==> config.mk <==
export PLATFORM = sky130hd
export DESIGN_NAME = ulic_core
export DESIGN_NICKNAME = d
export VERILOG_FILES = /design/src/ulic_pkg.sv /design/src/ulic_core.sv
export SDC_FILE = /design/constraint.sdc
export NUM_CORES = 1
export LEC_CHECK = 0
export BUFFER_PORTS_ARGS = -buffer_cell sky130_fd_sc_hd__buf_4
export CAP_MARGIN = 20
export CORE_MARGIN = 2
export CORE_UTILIZATION = 37
export DETAILED_ROUTE_END_ITERATION = 7
export PLACE_DENSITY = 0.7
export SYNTH_ARGS = -nofsm -noshare
export SYNTH_HDL_FRONTEND = slang
export SYNTH_SLANG_ARGS = --single-unit
==> constraint.sdc <==
create_clock -name clk -period 2.3 [get_ports clk]
set_clock_uncertainty 0.2 [all_clocks]
set_input_delay 0 -clock clk [delete_from_list [all_inputs] [get_ports clk]]
set_output_delay 0 -clock clk [all_outputs]
set_load 0.02 [all_outputs]
==> src/ulic_pkg.sv <==
package ulic_pkg;
  // register word offsets on the wishbone bus (byte addresses)
  localparam logic [4:0] ADDR_ISS  = 5'h00; // interrupt_source_status (ro)
  localparam logic [4:0] ADDR_LFC  = 5'h04; // line_format_control
  localparam logic [4:0] ADDR_MLC  = 5'h08; // modem_line_control
  localparam logic [4:0] ADDR_CFG  = 5'h0C; // fifo/feature configuration
  localparam logic [4:0] ADDR_EVT  = 5'h10; // event injection (wo)
  localparam logic [4:0] ADDR_STAT = 5'h14; // derived status (ro)
  localparam logic [4:0] ADDR_UTRG = 5'h18; // user receive trigger level
  // line format field positions
  localparam int LF_PEN = 3;
  localparam int LF_EPS = 4;
  localparam int LF_STK = 5;
  localparam int LF_BRK = 6;
  localparam int LF_DLAB = 7;
  // modem control field positions
  localparam int MC_DTR = 0;
  localparam int MC_RTS = 1;
  localparam int MC_OUT1 = 2;
  localparam int MC_OUT2 = 3;
  localparam int MC_LOOP = 4;
  localparam int MC_XANY = 5;
  // configuration field positions
  localparam int CF_FEN = 0;
  localparam int CF_TRG_LO = 6;
  localparam int CF_TBL_LO = 4;
  localparam int CF_EFEN = 8;
  localparam int CF_ARTS = 9;
  // event bits
  localparam int EV_LS = 0;
  localparam int EV_RXT = 1;
  localparam int EV_TO = 2;
  localparam int EV_TX = 3;
  localparam int EV_MS = 4;
  localparam int EV_XOFF = 5;
  localparam int EV_CR = 6;
  localparam int EV_XON = 7;
  localparam int EV_N = 8;
  // interrupt source codes on bits 5:0
  localparam logic [5:0] IC_NONE = 6'h01;
  localparam logic [5:0] IC_LS   = 6'h06;
  localparam logic [5:0] IC_RXT  = 6'h04;
  localparam logic [5:0] IC_TO   = 6'h0C;
  localparam logic [5:0] IC_TX   = 6'h02;
  localparam logic [5:0] IC_MS   = 6'h00;
  localparam logic [5:0] IC_XOFF = 6'h10;
  localparam logic [5:0] IC_CR   = 6'h20;
  localparam logic [1:0] FIFO_ON = 2'h3;
  localparam logic [7:0] RESET_BYTE = 8'h00;
  localparam logic [7:0] UTRG_RST   = 8'h01;
  // trigger table selector values
  typedef enum logic [1:0] {
    ULIC_TBL_A = 2'b00,
    ULIC_TBL_B = 2'b01,
    ULIC_TBL_C = 2'b10,
    ULIC_TBL_D = 2'b11
  } ulic_tbl_e;
endpackage : ulic_pkg

==> src/ulic_core.sv <==
// The address map and the Wishbone register port were decided locally.
`timescale 1ns/1ps
// Contract
// - rx trigger code picks level from table
// - feature bits choose among four trigger tables
// - source read reports and clears highest only
// - codes for line status, rx, timeout, tx
// - codes for modem, xoff, cts/rts change
// - bit0 low while pending, high otherwise
// - bits 4,5 need enhanced enable; xoff sticks
// - bits 7:6 show fifo enable
// - word length 5 to 8 bits
// - stop bits one, one-half, or two
// - parity enable for tx and rx
// - odd or even parity select
// - forced parity one or zero
// - break holds tx output low
// - bit7 redirects to divisor latch access
// - dtr pin low when bit set
// - rts pin low when set, auto option
// - out1 feeds ring indicate in loop
// - out2 drives irq enable or cd
// - loop-back enable bit
// - xon-any resumes on any character
// - ring status follows out1 in loop
module ulic_core
  import ulic_pkg::*;
(
  input  wire logic        clk,           // 25 MHz system clock
  input  wire logic        rst,           // synchronous, active high
  input  wire logic [4:0]  wb_adr_i,      // byte address
  input  wire logic [31:0] wb_dat_i,      // write data
  output logic      [31:0] wb_dat_o,      // read data, registered
  input  wire logic [3:0]  wb_sel_i,      // byte enables
  input  wire logic        wb_we_i,       // write strobe
  input  wire logic        wb_cyc_i,      // cycle valid
  input  wire logic        wb_stb_i,      // strobe
  output logic             wb_ack_o,      // one-cycle acknowledge
  input  wire logic [6:0]  rx_fifo_level, // characters in rx fifo
  input  wire logic        rx_char_in,    // pulse: character received
  input  wire logic        ring_n_pin,    // external ring indicate, low act
  input  wire logic        cd_n_pin,      // external carrier detect, low act
  input  wire logic        auto_rts_n,    // flow-control rts, low act
  input  wire logic        tx_serial_in,  // serializer output before break
  output logic             tx_pin,        // serial line out
  output logic             dtr_n,         // data terminal ready, low act
  output logic             rts_n,         // request to send, low act
  output logic             irq_o,         // interrupt value
  output logic             irq_oe_n,      // irq enable, low = driving
  output logic [3:0]       word_bits,     // 5..8
  output logic             stop_half,     // 1.5 stop bits
  output logic             stop_two,      // 2 stop bits
  output logic             parity_en,     // parity bit present
  output logic             parity_odd,    // odd parity
  output logic             parity_force,  // parity stuck
  output logic             parity_value,  // stuck value
  output logic             divisor_sel,   // divisor latch mapped
  output logic             loop_en,       // loop-back active
  output logic             ring_status,   // ring indicate status bit
  output logic             cd_status,     // carrier detect status bit
  output logic             xoff_hold,     // transmit paused by xoff
  output logic             rx_trig_hit    // rx fifo at trigger
);

  logic [7:0]         lfc_r;       // line_format_control
  logic [7:0]         mlc_r;       // modem_line_control
  logic [9:0]         cfg_r;       // fifo enable, trigger code, table, feats
  logic [7:0]         utrg_r;      // user-programmed trigger level
  logic [EV_N-1:0]    pend_r;      // sticky pending sources
  logic [EV_N-1:0]    pend_nxt;
  logic               xoff_r;      // xoff seen, awaiting xon
  logic [5:0]         top_code;    // highest pending code
  logic [EV_N-1:0]    top_mask;    // bit that the read clears
  logic [6:0]         trig_lvl;    // selected rx trigger level
  logic               acc;         // new access this cycle
  logic               rd_iss;      // read of interrupt source
  logic               wr;          // write access
  logic [7:0]         evt_set;     // events injected by software

  // trigger lookup: table by feature bits, level by code
  function automatic logic [6:0] trig_of(input logic [1:0] tbl,
                                          input logic [1:0] code,
                                          input logic [7:0] user);
    logic [6:0] l;
    l = 7'h01;
    case (ulic_tbl_e'(tbl))
      ULIC_TBL_A: case (code)
        2'b00: l = 7'h01;
        2'b01: l = 7'h04;
        2'b10: l = 7'h08;
        default: l = 7'h0E;
      endcase
      ULIC_TBL_B: case (code)
        2'b00: l = 7'h08;
        2'b01: l = 7'h10;
        2'b10: l = 7'h18;
        default: l = 7'h1C;
      endcase
      ULIC_TBL_C: case (code)
        2'b00: l = 7'h08;
        2'b01: l = 7'h10;
        2'b10: l = 7'h38;
        default: l = 7'h3C;
      endcase
      default: l = user[6:0]; // table d: user level
    endcase
    return l;
  endfunction : trig_of

  // byte-lane merge for a register write
  function automatic logic [7:0] lane0(input logic [7:0] old,
                                       input logic [31:0] d,
                                       input logic [3:0] s);
    return s[0] ? d[7:0] : old;
  endfunction : lane0

  // bus decode; ack low between beats so each access is counted once
  assign acc    = wb_cyc_i && wb_stb_i && !wb_ack_o;
  assign wr     = acc && wb_we_i;
  assign rd_iss = acc && !wb_we_i && (wb_adr_i == ADDR_ISS);
  assign evt_set = (wr && wb_adr_i == ADDR_EVT && wb_sel_i[0])
                   ? wb_dat_i[7:0] : RESET_BYTE;

  // selected trigger level and compare
  assign trig_lvl = trig_of(cfg_r[CF_TBL_LO +: 2],
                            cfg_r[CF_TRG_LO +: 2], utrg_r);
  assign rx_trig_hit = cfg_r[CF_FEN] && (rx_fifo_level >= trig_lvl);

  // priority encoder over pending sources
  always_comb begin
    top_code = IC_NONE;
    top_mask = '0;
    if (pend_r[EV_LS]) begin
      top_code = IC_LS;
      top_mask[EV_LS] = 1'b1;
    end else if (pend_r[EV_RXT]) begin
      top_code = IC_RXT;
      top_mask[EV_RXT] = 1'b1;
    end else if (pend_r[EV_TO]) begin // below rx data, above tx
      top_code = IC_TO;
      top_mask[EV_TO] = 1'b1;
    end else if (pend_r[EV_TX]) begin
      top_code = IC_TX;
      top_mask[EV_TX] = 1'b1;
    end else if (pend_r[EV_MS]) begin
      top_code = IC_MS;
      top_mask[EV_MS] = 1'b1;
    // xoff stays visible until xon clears the hold, even after a read
    end else if ((pend_r[EV_XOFF] || xoff_r) && cfg_r[CF_EFEN]) begin
      top_code = IC_XOFF;
      top_mask[EV_XOFF] = 1'b1;
    end else if (pend_r[EV_CR] && cfg_r[CF_EFEN]) begin
      top_code = IC_CR;
      top_mask[EV_CR] = 1'b1;
    end
  end

  // pending update: new events win over the read clear
  always_comb begin
    pend_nxt = pend_r;
    if (rd_iss) begin
      pend_nxt = pend_r & ~top_mask;
    end
    pend_nxt[EV_XON] = 1'b0; // xon is a pulse, never pending
    if (rx_trig_hit) begin
      pend_nxt[EV_RXT] = 1'b1;
    end
    pend_nxt = pend_nxt | (evt_set & ~(8'h1 << EV_XON));
  end

  // pending source register
  always_ff @(posedge clk) begin
    if (rst) begin
      pend_r <= '0;
    end else begin
      pend_r <= pend_nxt;
    end
  end

  // xoff hold: set on xoff, cleared by xon or any char under xon-any
  always_ff @(posedge clk) begin
    if (rst) begin
      xoff_r <= 1'b0;
    end else if (evt_set[EV_XOFF]) begin
      xoff_r <= 1'b1;
    end else if (evt_set[EV_XON]) begin
      xoff_r <= 1'b0;
    end else if (mlc_r[MC_XANY] && rx_char_in) begin
      xoff_r <= 1'b0;
    end
  end

  // control register writes
  always_ff @(posedge clk) begin
    if (rst) begin
      lfc_r  <= RESET_BYTE;
      mlc_r  <= RESET_BYTE;
      cfg_r  <= '0;
      utrg_r <= UTRG_RST;
    end else if (wr) begin
      case (wb_adr_i)
        ADDR_LFC: lfc_r <= lane0(lfc_r, wb_dat_i, wb_sel_i);
        ADDR_MLC: mlc_r <= lane0(mlc_r, wb_dat_i, wb_sel_i);
        ADDR_UTRG: utrg_r <= lane0(utrg_r, wb_dat_i, wb_sel_i);
        ADDR_CFG: begin
          cfg_r[7:0] <= lane0(cfg_r[7:0], wb_dat_i, wb_sel_i);
          if (wb_sel_i[1]) begin
            cfg_r[9:8] <= wb_dat_i[9:8];
          end
        end
        default: ; // other offsets hold nothing writable
      endcase
    end
  end

  // bus answer: one wait-free cycle, unmapped reads return zero
  always_ff @(posedge clk) begin
    if (rst) begin
      wb_ack_o <= 1'b0;
      wb_dat_o <= '0;
    end else begin
      wb_ack_o <= acc;
      if (acc && !wb_we_i) begin
        case (wb_adr_i)
          ADDR_ISS: wb_dat_o <= {24'h0,
                      cfg_r[CF_FEN] ? FIFO_ON : 2'h0, top_code};
          ADDR_LFC: wb_dat_o <= {24'h0, lfc_r};
          ADDR_MLC: wb_dat_o <= {24'h0, mlc_r};
          ADDR_CFG: wb_dat_o <= {22'h0, cfg_r};
          ADDR_UTRG: wb_dat_o <= {24'h0, utrg_r};
          ADDR_STAT: wb_dat_o <= {24'h0, trig_lvl[6:0], xoff_r};
          default: wb_dat_o <= '0;
        endcase
      end
    end
  end

  // line format decode
  assign word_bits    = 4'h5 + {2'b00, lfc_r[1:0]};
  assign stop_half    = lfc_r[2] && (lfc_r[1:0] == 2'b00);
  assign stop_two     = lfc_r[2] && (lfc_r[1:0] != 2'b00);
  assign parity_en    = lfc_r[LF_PEN];
  assign parity_odd   = !lfc_r[LF_EPS];
  assign parity_force = lfc_r[LF_PEN] && lfc_r[LF_STK];
  assign parity_value = !lfc_r[LF_EPS];
  assign divisor_sel  = lfc_r[LF_DLAB];
  assign tx_pin       = lfc_r[LF_BRK] ? 1'b0 : tx_serial_in;

  // modem pins; outputs follow the control bits in loop too
  assign loop_en   = mlc_r[MC_LOOP];
  assign dtr_n     = !mlc_r[MC_DTR];
  assign rts_n     = cfg_r[CF_ARTS] ? auto_rts_n : !mlc_r[MC_RTS];
  assign ring_status = loop_en ? mlc_r[MC_OUT1] : !ring_n_pin;
  assign cd_status   = loop_en ? mlc_r[MC_OUT2] : !cd_n_pin;
  assign irq_oe_n  = !mlc_r[MC_OUT2];
  assign irq_o     = (top_code != IC_NONE);
  assign xoff_hold = xoff_r;

endmodule : ulic_core

== Word level (Yosys, flattened, before mapping) ==
Cells that the tools add are included.

* Latch bits: 0
* Memories: 0
* Memory bits (read-only): 0
* Register bits after elaboration: 75
* Output and inout port bits: 54
* Word-level logic and storage cells: 95
* Input port bits: 58
* RAM bits: 0

* $add $sub $neg: 1
* Shift operators: 0
* Bitwise operators: 3
* Equality and inequality tests: 11
* Reduce and logical (&&, ||, !) cells: 34
* Multiplexer cells: 36
* Multiply operators: 0
* Order comparisons: 1
* Div/mod/pow operators: 0

{| class="wikitable"
|+ Operator list
! operator !! number
|-
| $pmux W10 S6 || 1
|-
| $mux W6 || 8
|-
| $pmux W7 S3 || 1
|-
| $pmux W6 S3 || 1
|-
| $mux W1 || 16
|-
| $eq A5 B5 Y1 const B || 3
|-
| $pmux W5 S3 || 1
|-
| $reduce_and A3 Y1 || 5
|-
| $logic_and A1 B1 Y1 || 14
|-
| $pmux W4 S3 || 1
|-
| $eq A5 B4 Y1 const B || 2
|-
| $logic_not A1 Y1 || 8
|-
| $mux W8 || 1
|-
| $and A7 B7 Y7 || 1
|-
| $ge A7 B7 Y1 || 1
|-
| $mux W7 || 1
|-
| $not A7 Y7 || 1
|-
| $or A7 B7 Y7 || 1
|-
| $logic_not A2 Y1 || 3
|-
| $ne A6 B1 Y1 const B || 1
|-
| $eq A5 B3 Y1 const B || 1
|-
| $logic_not A5 Y1 || 1
|-
| $mux W5 || 1
|-
| $add A3 B2 Y4 const A || 1
|-
| other kinds (8) || 11
|}

== Logic depth before layout (Yosys ltp) ==
Gate-level depths: netlist of run 1.

* Depth in word-level cells: 13
* Depth in mapped cells: 10
* Mapped depth without buffers: 9

== Least setup slack after synthesis of run 1 ==
OpenSTA, ideal clock, no wires.

* Kind: reg2reg
* From: register cfg_r[6]
* To: register pend_r[1]
* Cell stages (with the launch flop): 10
* Arrival: 1.753 ns
* Setup time: 0.137 ns
* Setup slack: 0.210 ns
* Path buffers: 0
* Cell sequence: dfxtp_1 or2_2 o31a_1 inv_1 ha_1 nand2b_1 a211oi_1 o21ai_0 nand4_1 a41oi_1

* Cells in the longest elaborated chain, start to end: 7
* Elaborated cells on any way between the ends: 11
* Classes of those cells: 1 x order compare; 2 x eq/ne; 5 x mux; 1 x bitwise; 2 x reduce/logical

{| class="wikitable"
|+ Ends and longest elaborated chain
! element !! line !! text
|-
| from (decl) || ulic_core.sv:67 || <nowiki>logic [9:0] cfg_r;</nowiki>
|-
| from (signal assigned) || ulic_core.sv:206 || <nowiki>cfg_r[7:0] <= lane0(cfg_r[7:0], wb_dat_i, wb_sel_i);</nowiki>
|-
| $eq A2 B2 Y1 (tied with other cells) || ulic_core.sv:87, ulic_core.sv:93, ulic_core.sv:99 ||
|-
| $pmux W4 S3 (tied with other cells) || ulic_core.sv:87 || <nowiki>ULIC_TBL_A: case (code)</nowiki>
|-
| $pmux W7 S3 * || ulic_core.sv:86 || <nowiki>case (ulic_tbl_e'(tbl))</nowiki>
|-
| $ge A7 B7 Y1 * || ulic_core.sv:127 || <nowiki>assign rx_trig_hit = cfg_r[CF_FEN] && (rx_fifo_level >= trig_lvl);</nowiki>
|-
| $logic_and A1 B1 Y1 * || ulic_core.sv:127 ||
|-
| $mux W1 * || ulic_core.sv:165 || <nowiki>if (rx_trig_hit) begin</nowiki>
|-
| $or A7 B7 Y7 * || ulic_core.sv:168 || <nowiki>pend_nxt = pend_nxt | (evt_set & ~(8'h1 << EV_XON));</nowiki>
|-
| to (signal assigned) || ulic_core.sv:176 || <nowiki>pend_r <= pend_nxt;</nowiki>
|-
| to (decl) || ulic_core.sv:69 || <nowiki>logic [EV_N-1:0] pend_r;</nowiki>
|}

Every way passes the cells marked *; elsewhere a longest branch is shown, timed or not.
A chain may end at the register's enable or synchronous reset.

== Worst setup path in the final report of run 1 ==
* From: register cfg_r[6]
* To: output rx_trig_hit

* Cells in the longest elaborated chain, start to end: 5
* Elaborated cells on any way between the ends: 9
* Classes of those cells: 1 x order compare; 2 x eq/ne; 4 x mux; 2 x reduce/logical

{| class="wikitable"
|+ Ends and longest elaborated chain
! element !! line !! text
|-
| $eq A2 B2 Y1 (tied with other cells) || ulic_core.sv:87, ulic_core.sv:93, ulic_core.sv:99 ||
|-
| $pmux W4 S3 (tied with other cells) || ulic_core.sv:87 ||
|-
| $pmux W7 S3 * || ulic_core.sv:86 ||
|-
| $ge A7 B7 Y1 * || ulic_core.sv:127 ||
|-
| $logic_and A1 B1 Y1 * || ulic_core.sv:127 ||
|-
| to (decl) || ulic_core.sv:62 || <nowiki>output logic rx_trig_hit</nowiki>
|}

Marked as above.

==> run_results.csv, run 1 <==
group,metric,value,unit
logic_synthesis,synthCells,372,
logic_synthesis,synthFlopType,"dfxtp_1",
logic_synthesis,ys_async_sr_fraction,0,%
die,design.die.area,8990,µm²
global_routing,grt_pass1_wl,14800,µm
placed_design,dpl.hpwl,6730,µm
sta,rsz0062_at_grt,"yes",
global_routing,grt_max_degree,55,
worst_hold_path,whs_path_depth,5,
placed_design,gp_congestion,0.941,
outcome,outcome,"complete, but fails checks",
critical_path,r2r_slack,-0.11,ns
pwr,power_density,416,nW/µm²
layout,final_common_cell,"buf_4",
layout,multi_input_area,1810,µm²
clock_tree,cts_buffers,5,
logic_synthesis,syn_avg_cell_area,8.21,µm²
logic_synthesis,synth.top_cell.area_share,34.8,%
drt,drc,0,
global_routing,grt.total_usage,21.3,%
logic_synthesis,synth_edf_count,0,
clock_tree,cts.clk_slew.worst_paths,0.10,ns
layout,regArea,1070,µm²
pwr,pwr-share-clk,31.0,%
critical_path,cp_max_fo,4,
critical_path,r2r-end,"pend_r[1]",
critical_path,rr_worst_depth,9,
critical_path,crit_start,"cfg_r[6]",
critical_path,critPathArrivalTime,2.33,ns
pwr,comb_power_share,14.1,%
job,cap_violations,0,
critical_path,critical_path_required,2.10,ns
sta,setup_viol,2,
global_routing,first_global_vias,2984,
drt,avgViaCountPerCell,5.39,
die,io_pins,112,
pwr,peakVddDrop,0.000208,V
layout,fill_cells,808,
critical_path,critPathKind,"register to primary output",
global_routing,gr-total-overflow,0,
clock_tree,cts_htree_levels,2,
sta,fin_crit_sh,110,%
drt,routed_wl,9330,µm
global_routing,antenna_found_initial,0,
sta,drv_slew,0,
clock_tree,clock_sinks,53,
worst_hold_path,worstHoldStart,"wb_adr_i[0]",
logic_synthesis,synth.distinct_cells,50,
die,core,8090,µm²
layout,syn2layout_area_growth,32.1,%
die,dieWidth,94.8,µm
worst_hold_path,holdPathEnd,"pend_r[4]",
sta,worst_pin_slew,0.558,ns
pwr,p_int,1.22,mW
drt,drt-wirelength-per-cell,16.3,µm
sta,hold_violations,3,
layout,final_nets,534,
drt,drt_pass1_iterations,7,
sta,timing.slew.headroom,62.8,%
outcome,violations,"negative hold slack, negative setup slack",
critical_path,worst_setup_path_start_kind,"register",
pwr,power_frac_seq,54.8,%
pwr,power.switching,0.452,mW
placed_design,placed_area,3560,µm²
logic_synthesis,ys_warn_count,0,
logic_synthesis,seq_area_frac_synth,34.8,%
sta,hold_ws,-0.0321,ns
pwr,swShare,27.0,%
die,fp.dieH,94.8,µm
logic_synthesis,synth_seq_cells,53,
sta,finalWorstSetupSlack,-0.226,ns
clock_tree,cts_root_buf,"clkbuf_8",
layout,layout_common_cells,"85 x buf_4, 49 x dfxtp_1, 42 x nand2_1",
pwr,total_leakage_power,1.68,nW
layout,design_area,4030,µm²
clock_tree,clockBufferDepth,2,
sta,post-route-min-period,2.53,ns
drt,drt-initial-drc-count,292,
placed_design,port-buffer-count,65,
die,rows,33,
worst_hold_path,hp-class,"input port to register",
critical_path,cp-end-kind,"primary output",
logic_synthesis,synth_area,3050,µm²
logic_synthesis,yosys.area.top_type,"dfxtp_1",
layout,num_antenna_cells,0,
clock_tree,cts_tree,"done",
clock_tree,clk_latency,0.32,ns
drt,antenna_left,0,
critical_path,r2r-start,"cfg_r[6]",
die,initial_core_util,37.7,%
logic_synthesis,synthTopCellsByArea,"dfxtp_1 35%, mux2i_1 8.2%, buf_4 6.1%",
drt,vias,3087,
sta,timing.fmax,0.396,GHz
layout,drive_above_1_share,28.2,%
==> registers in the layout, summed over array words and instances, names as in the netlist <==
register,flops
wb_ack_o,1
mlc_r,8
xoff_hold,1
cfg_r,10
pend_r,7
utrg_r,8
wb_dat_o,10
lfc_r,8
==> critical path, cell delays in order, from the launching register on <==
cell and delay [ns]:
dfxtp_2 0.34, buf_6 0.12, or3_4 0.36, a32oi_2 0.23, ha_1 0.19, o211ai_1 0.10, o21ai_1 0.15, nand4_1 0.24
nand2_2 0.16, buf_6 0.12
==> cell families after synthesis <==
group                    count (synthesis)  share of synthesized area (%)
buffers and inverters                   55                           10.4
adder cells (fa/ha/maj)                 11                           4.34
other                                    1                          0.123
flip-flops                              53                           34.8
AO/OA/AOI/OAI                           79                           17.0
multiplexers                            28                           9.30
AND/OR/NAND/NOR                        145                           24.1
==> layer usage <==
layer	track usage (%)	share of wire, %	up-vias
met4	10.6	3.4	0
met3	3.03	7.4	23
li1	-	-	1464
met5	0	0	-
met2	35.2	48	149
met1	27.0	41	1451
==> area by class of cell <==
cell class / instances / share of cell area, %
Clock inverter: 3 / 0.434
Tap cell: 105 / 3.26
Timing Repair Buffer: 110 / 22.2
Sequential cell: 53 / 26.5
Inverter: 12 / 1.12
Clock buffer: 5 / 1.71
Multi-Input combinational cell: 285 / 44.8
==> per-stage QoR <==
step	power, mW	setup slack (ns)	util [%]	cells	TNS (ns)
after floorplan	1.08	0.210	-	393	0
after global placement	1.14	0.0208	44.0	531	0
after detailed placement	1.14	-0.0459	44.0	531	-0.0459
after CTS	1.68	-0.203	49.3	569	-0.527
after global routing	1.74	-0.326	49.8	573	-0.499
final	1.68	-0.226	49.8	573	-0.332
==> timing repair <==
item | CTS | global route
buffers inserted | 8 | 7
hold buffers | 22 | 0
gates resized for setup | 16 | 6
endpoints found under the setup margin | 2 | 4
hold endpoints to repair | 49 | 0
pin swaps | 11 | 12
==> worst max path at each step <==
stage	end	slack (ns)	depth (start not counted)
6_report	rx_trig_hit	-0.23	9
5_1_grt	rx_trig_hit	-0.33	10
4_1_cts	rx_trig_hit	-0.20	9
3_5_place_dp	pend_r[1]	-0.05	7
3_3_place_gp	pend_r[1]	0.02	9
2_1_floorplan	pend_r[1]	0.21	9
==> cell usage after synthesis (all sizes together), types with 3 or more instances <==
| master | instances |
|---|---|
| a211oi | 5 |
| nand4 | 3 |
| o22ai | 5 |
| mux2 | 3 |
| a221oi | 3 |
| nor2b | 5 |
| and2 | 5 |
| nand3b | 4 |
| a21oi | 32 |
| nand3 | 26 |
| buf | 34 |
| o21ai | 10 |
| nand2 | 46 |
| nor2 | 33 |
| a32oi | 3 |
| dfxtp | 53 |
| or3 | 4 |
| ha | 9 |
| clkbuf | 9 |
| a32o | 3 |
| nor3 | 8 |
| a22oi | 4 |
| mux2i | 25 |
| nand2b | 3 |
| inv | 12 |
| o31ai | 3 |
| or2 | 3 |
==> power by group through the flow <==
stage                     clock, mW  combinational [mW]  sequential [mW]
after floorplan                   0               0.138            0.942
after detailed placement          0               0.198            0.942
after global routing          0.569               0.255            0.920
after CTS                     0.531               0.230            0.920
after global placement            0               0.197            0.942
final                         0.520               0.236            0.919
Note: power is estimated with default switching activity, not from simulation.
==> run 2: changes to the inputs <==
PLACE_DENSITY = not set   (was 0.7)
PLACE_DENSITY_LB_ADDON = 0.1   (was not set)
SKIP_CTS_REPAIR_TIMING = 1   (was not set)
==> run 2 against run 1 <==
The flow still finishes with violations (negative hold slack, negative setup slack); flip-flop and latch count did not move; worst hold slack gained 0.025 ns; critical path depth rose by 1; final cell count fell by 1.2%; via count is 4.3% lower; core utilization fell by 0.93 points; critical endpoint unchanged.
==> run_results.csv, run 2 (synthesis gave the netlist of run 1 again) <==
group,metric,value,unit
layout,layout_common_cells,"82 x buf_4, 49 x dfxtp_1, 43 x nand2_1",
layout,final_cells,566,
die,initial_core_util,37.7,%
drt,avgViaCountPerCell,5.22,
drt,antenna_left,0,
pwr,power_density,424,nW/µm²
clock_tree,clock_sinks,53,
drt,routed_wl,9330,µm
drt,drt-wirelength-per-cell,16.5,µm
layout,fill_cells,828,
critical_path,critPathArrivalTime,2.33,ns
layout,num_antenna_cells,0,
critical_path,cp-endpoint,"rx_trig_hit",
critical_path,worst_setup_path_start_kind,"register",
outcome,violations,"negative hold slack, negative setup slack",
clock_tree,clk_latency,0.30,ns
critical_path,cp_max_fo,2,
critical_path,cp-end-kind,"primary output",
global_routing,grt_pass1_wl,13900,µm
critical_path,critPathKind,"register to primary output",
layout,syn2layout_area_growth,29.6,%
critical_path,rr_worst_depth,10,
sta,rsz0062_at_grt,"yes",
clock_tree,cts_root_buf,"clkbuf_8",
sta,drv_slew,0,
drt,drt_pass1_iterations,5,
global_routing,antenna_found_initial,0,
sta,hold_violations,4,
layout,final_nets,528,
clock_tree,clockBufferDepth,2,
die,design.die.area,8990,µm²
die,io_pins,112,
placed_design,port-buffer-count,65,
drt,drc,0,
clock_tree,cts_htree_levels,2,
clock_tree,cts.clk_slew.worst_paths,0.09,ns
placed_design,dpl.hpwl,6870,µm
sta,timing.slew.headroom,61.9,%
die,fp.dieH,94.8,µm
layout,drive_above_1_share,25.8,%
clock_tree,cts_buffers,5,
layout,reg_top3,"cfg_r (10), wb_dat_o (10)",
critical_path,crit_start,"cfg_r[6]",
placed_design,gp_congestion,0.881,
global_routing,first_global_vias,2602,
sta,finalWorstSetupSlack,-0.227,ns
critical_path,r2r-start,"cfg_r[6]",
sta,post-route-min-period,2.53,ns
sta,worst_pin_slew,0.571,ns
outcome,outcome,"complete, but fails checks",
die,dieWidth,94.8,µm
pwr,finalPower,1.68,mW
placed_design,dp_cells,533,
die,core,8090,µm²
drt,drt-initial-drc-count,131,
critical_path,critical_path_required,2.10,ns
sta,fin_crit_sh,110,%
sta,finalSetupTns,-0.526,ns
global_routing,gr-total-overflow,0,
worst_hold_path,whs_path_depth,5,
critical_path,r2r-end,"pend_r[1]",
sta,setup_viol,4,
clock_tree,cts_tree,"done",
pwr,total_leakage_power,1.65,nW
job,cap_violations,0,
sta,hold_ws,-0.00694,ns
drt,vias,2954,
pwr,peakVddDrop,0.000246,V
critical_path,r2r_slack,-0.03,ns
sta,timing.fmax,0.396,GHz
global_routing,grt_max_degree,55,
global_routing,grt.total_usage,20.4,%
layout,final_common_cell,"buf_4",
die,rows,33,
worst_hold_path,hp-class,"input port to register",
## run 2: layer usage
layer	up-vias	routed length [µm]	GRT usage, %
li1	1456	-	-
met1	1385	4290	28.6
met2	98	4240	31.4
met3	15	547	3.43
met4	0	244	7.13
met5	-	0	0
## run 2: worst min-delay path by stage
stage           startpoint          end  slack, ns
3_5_place_dp   wb_dat_i[8]     cfg_r[8]       0.04
2_1_floorplan  wb_dat_i[6]    pend_r[6]      -0.06
4_1_cts        wb_dat_i[8]     cfg_r[8]      -0.27
3_3_place_gp   wb_dat_i[9]     cfg_r[9]       0.04
6_report       wb_sel_i[0]    pend_r[6]     -0.007
5_1_grt        wb_adr_i[0]  wb_dat_o[3]    -0.0004
## run 2: report_power, final
| part | switching, mW | internal (mW) |
|---|---|---|
| registers | 0.00203 | 0.917 |
| logic | 0.134 | 0.0912 |
| clock network | 0.295 | 0.240 |
| total | 0.431 | 1.25 |
## run 2: metrics by stage
| step | utilization (%) | worst slack, ns | instance area [µm²] |
|---|---|---|---|
| 2_1_floorplan | - | 0.210 | 3130 |
| 3_3_place_gp | 44.2 | 0.0601 | 3580 |
| 3_5_place_dp | 44.2 | -0.0506 | 3580 |
| 4_1_cts | 45.3 | -0.362 | 3660 |
| 5_1_grt | 48.9 | -0.363 | 3960 |
| 6_report | 48.9 | -0.227 | 3960 |
## run 2: area by class of cell
type	count	area (µm²)	share of cell area [%]
clock buffers	7	86.3	2.18
well taps	105	131	3.32
multi-input cells	285	1790	45.2
flip-flops and latches	53	1070	27.0
inverters	12	45.0	1.14
repair buffers	104	838	21.2
## run 2: worst max-delay path, stage by stage (launching register included)
cell and delay, ns:
dfxtp_2 0.33, or2_4 0.24, o31a_1 0.29, inv_1 0.06, ha_1 0.21, nand2b_4 0.14
a211oi_2 0.20, o21ai_1 0.10, nand4_1 0.19, nand2_1 0.11, buf_6 0.14
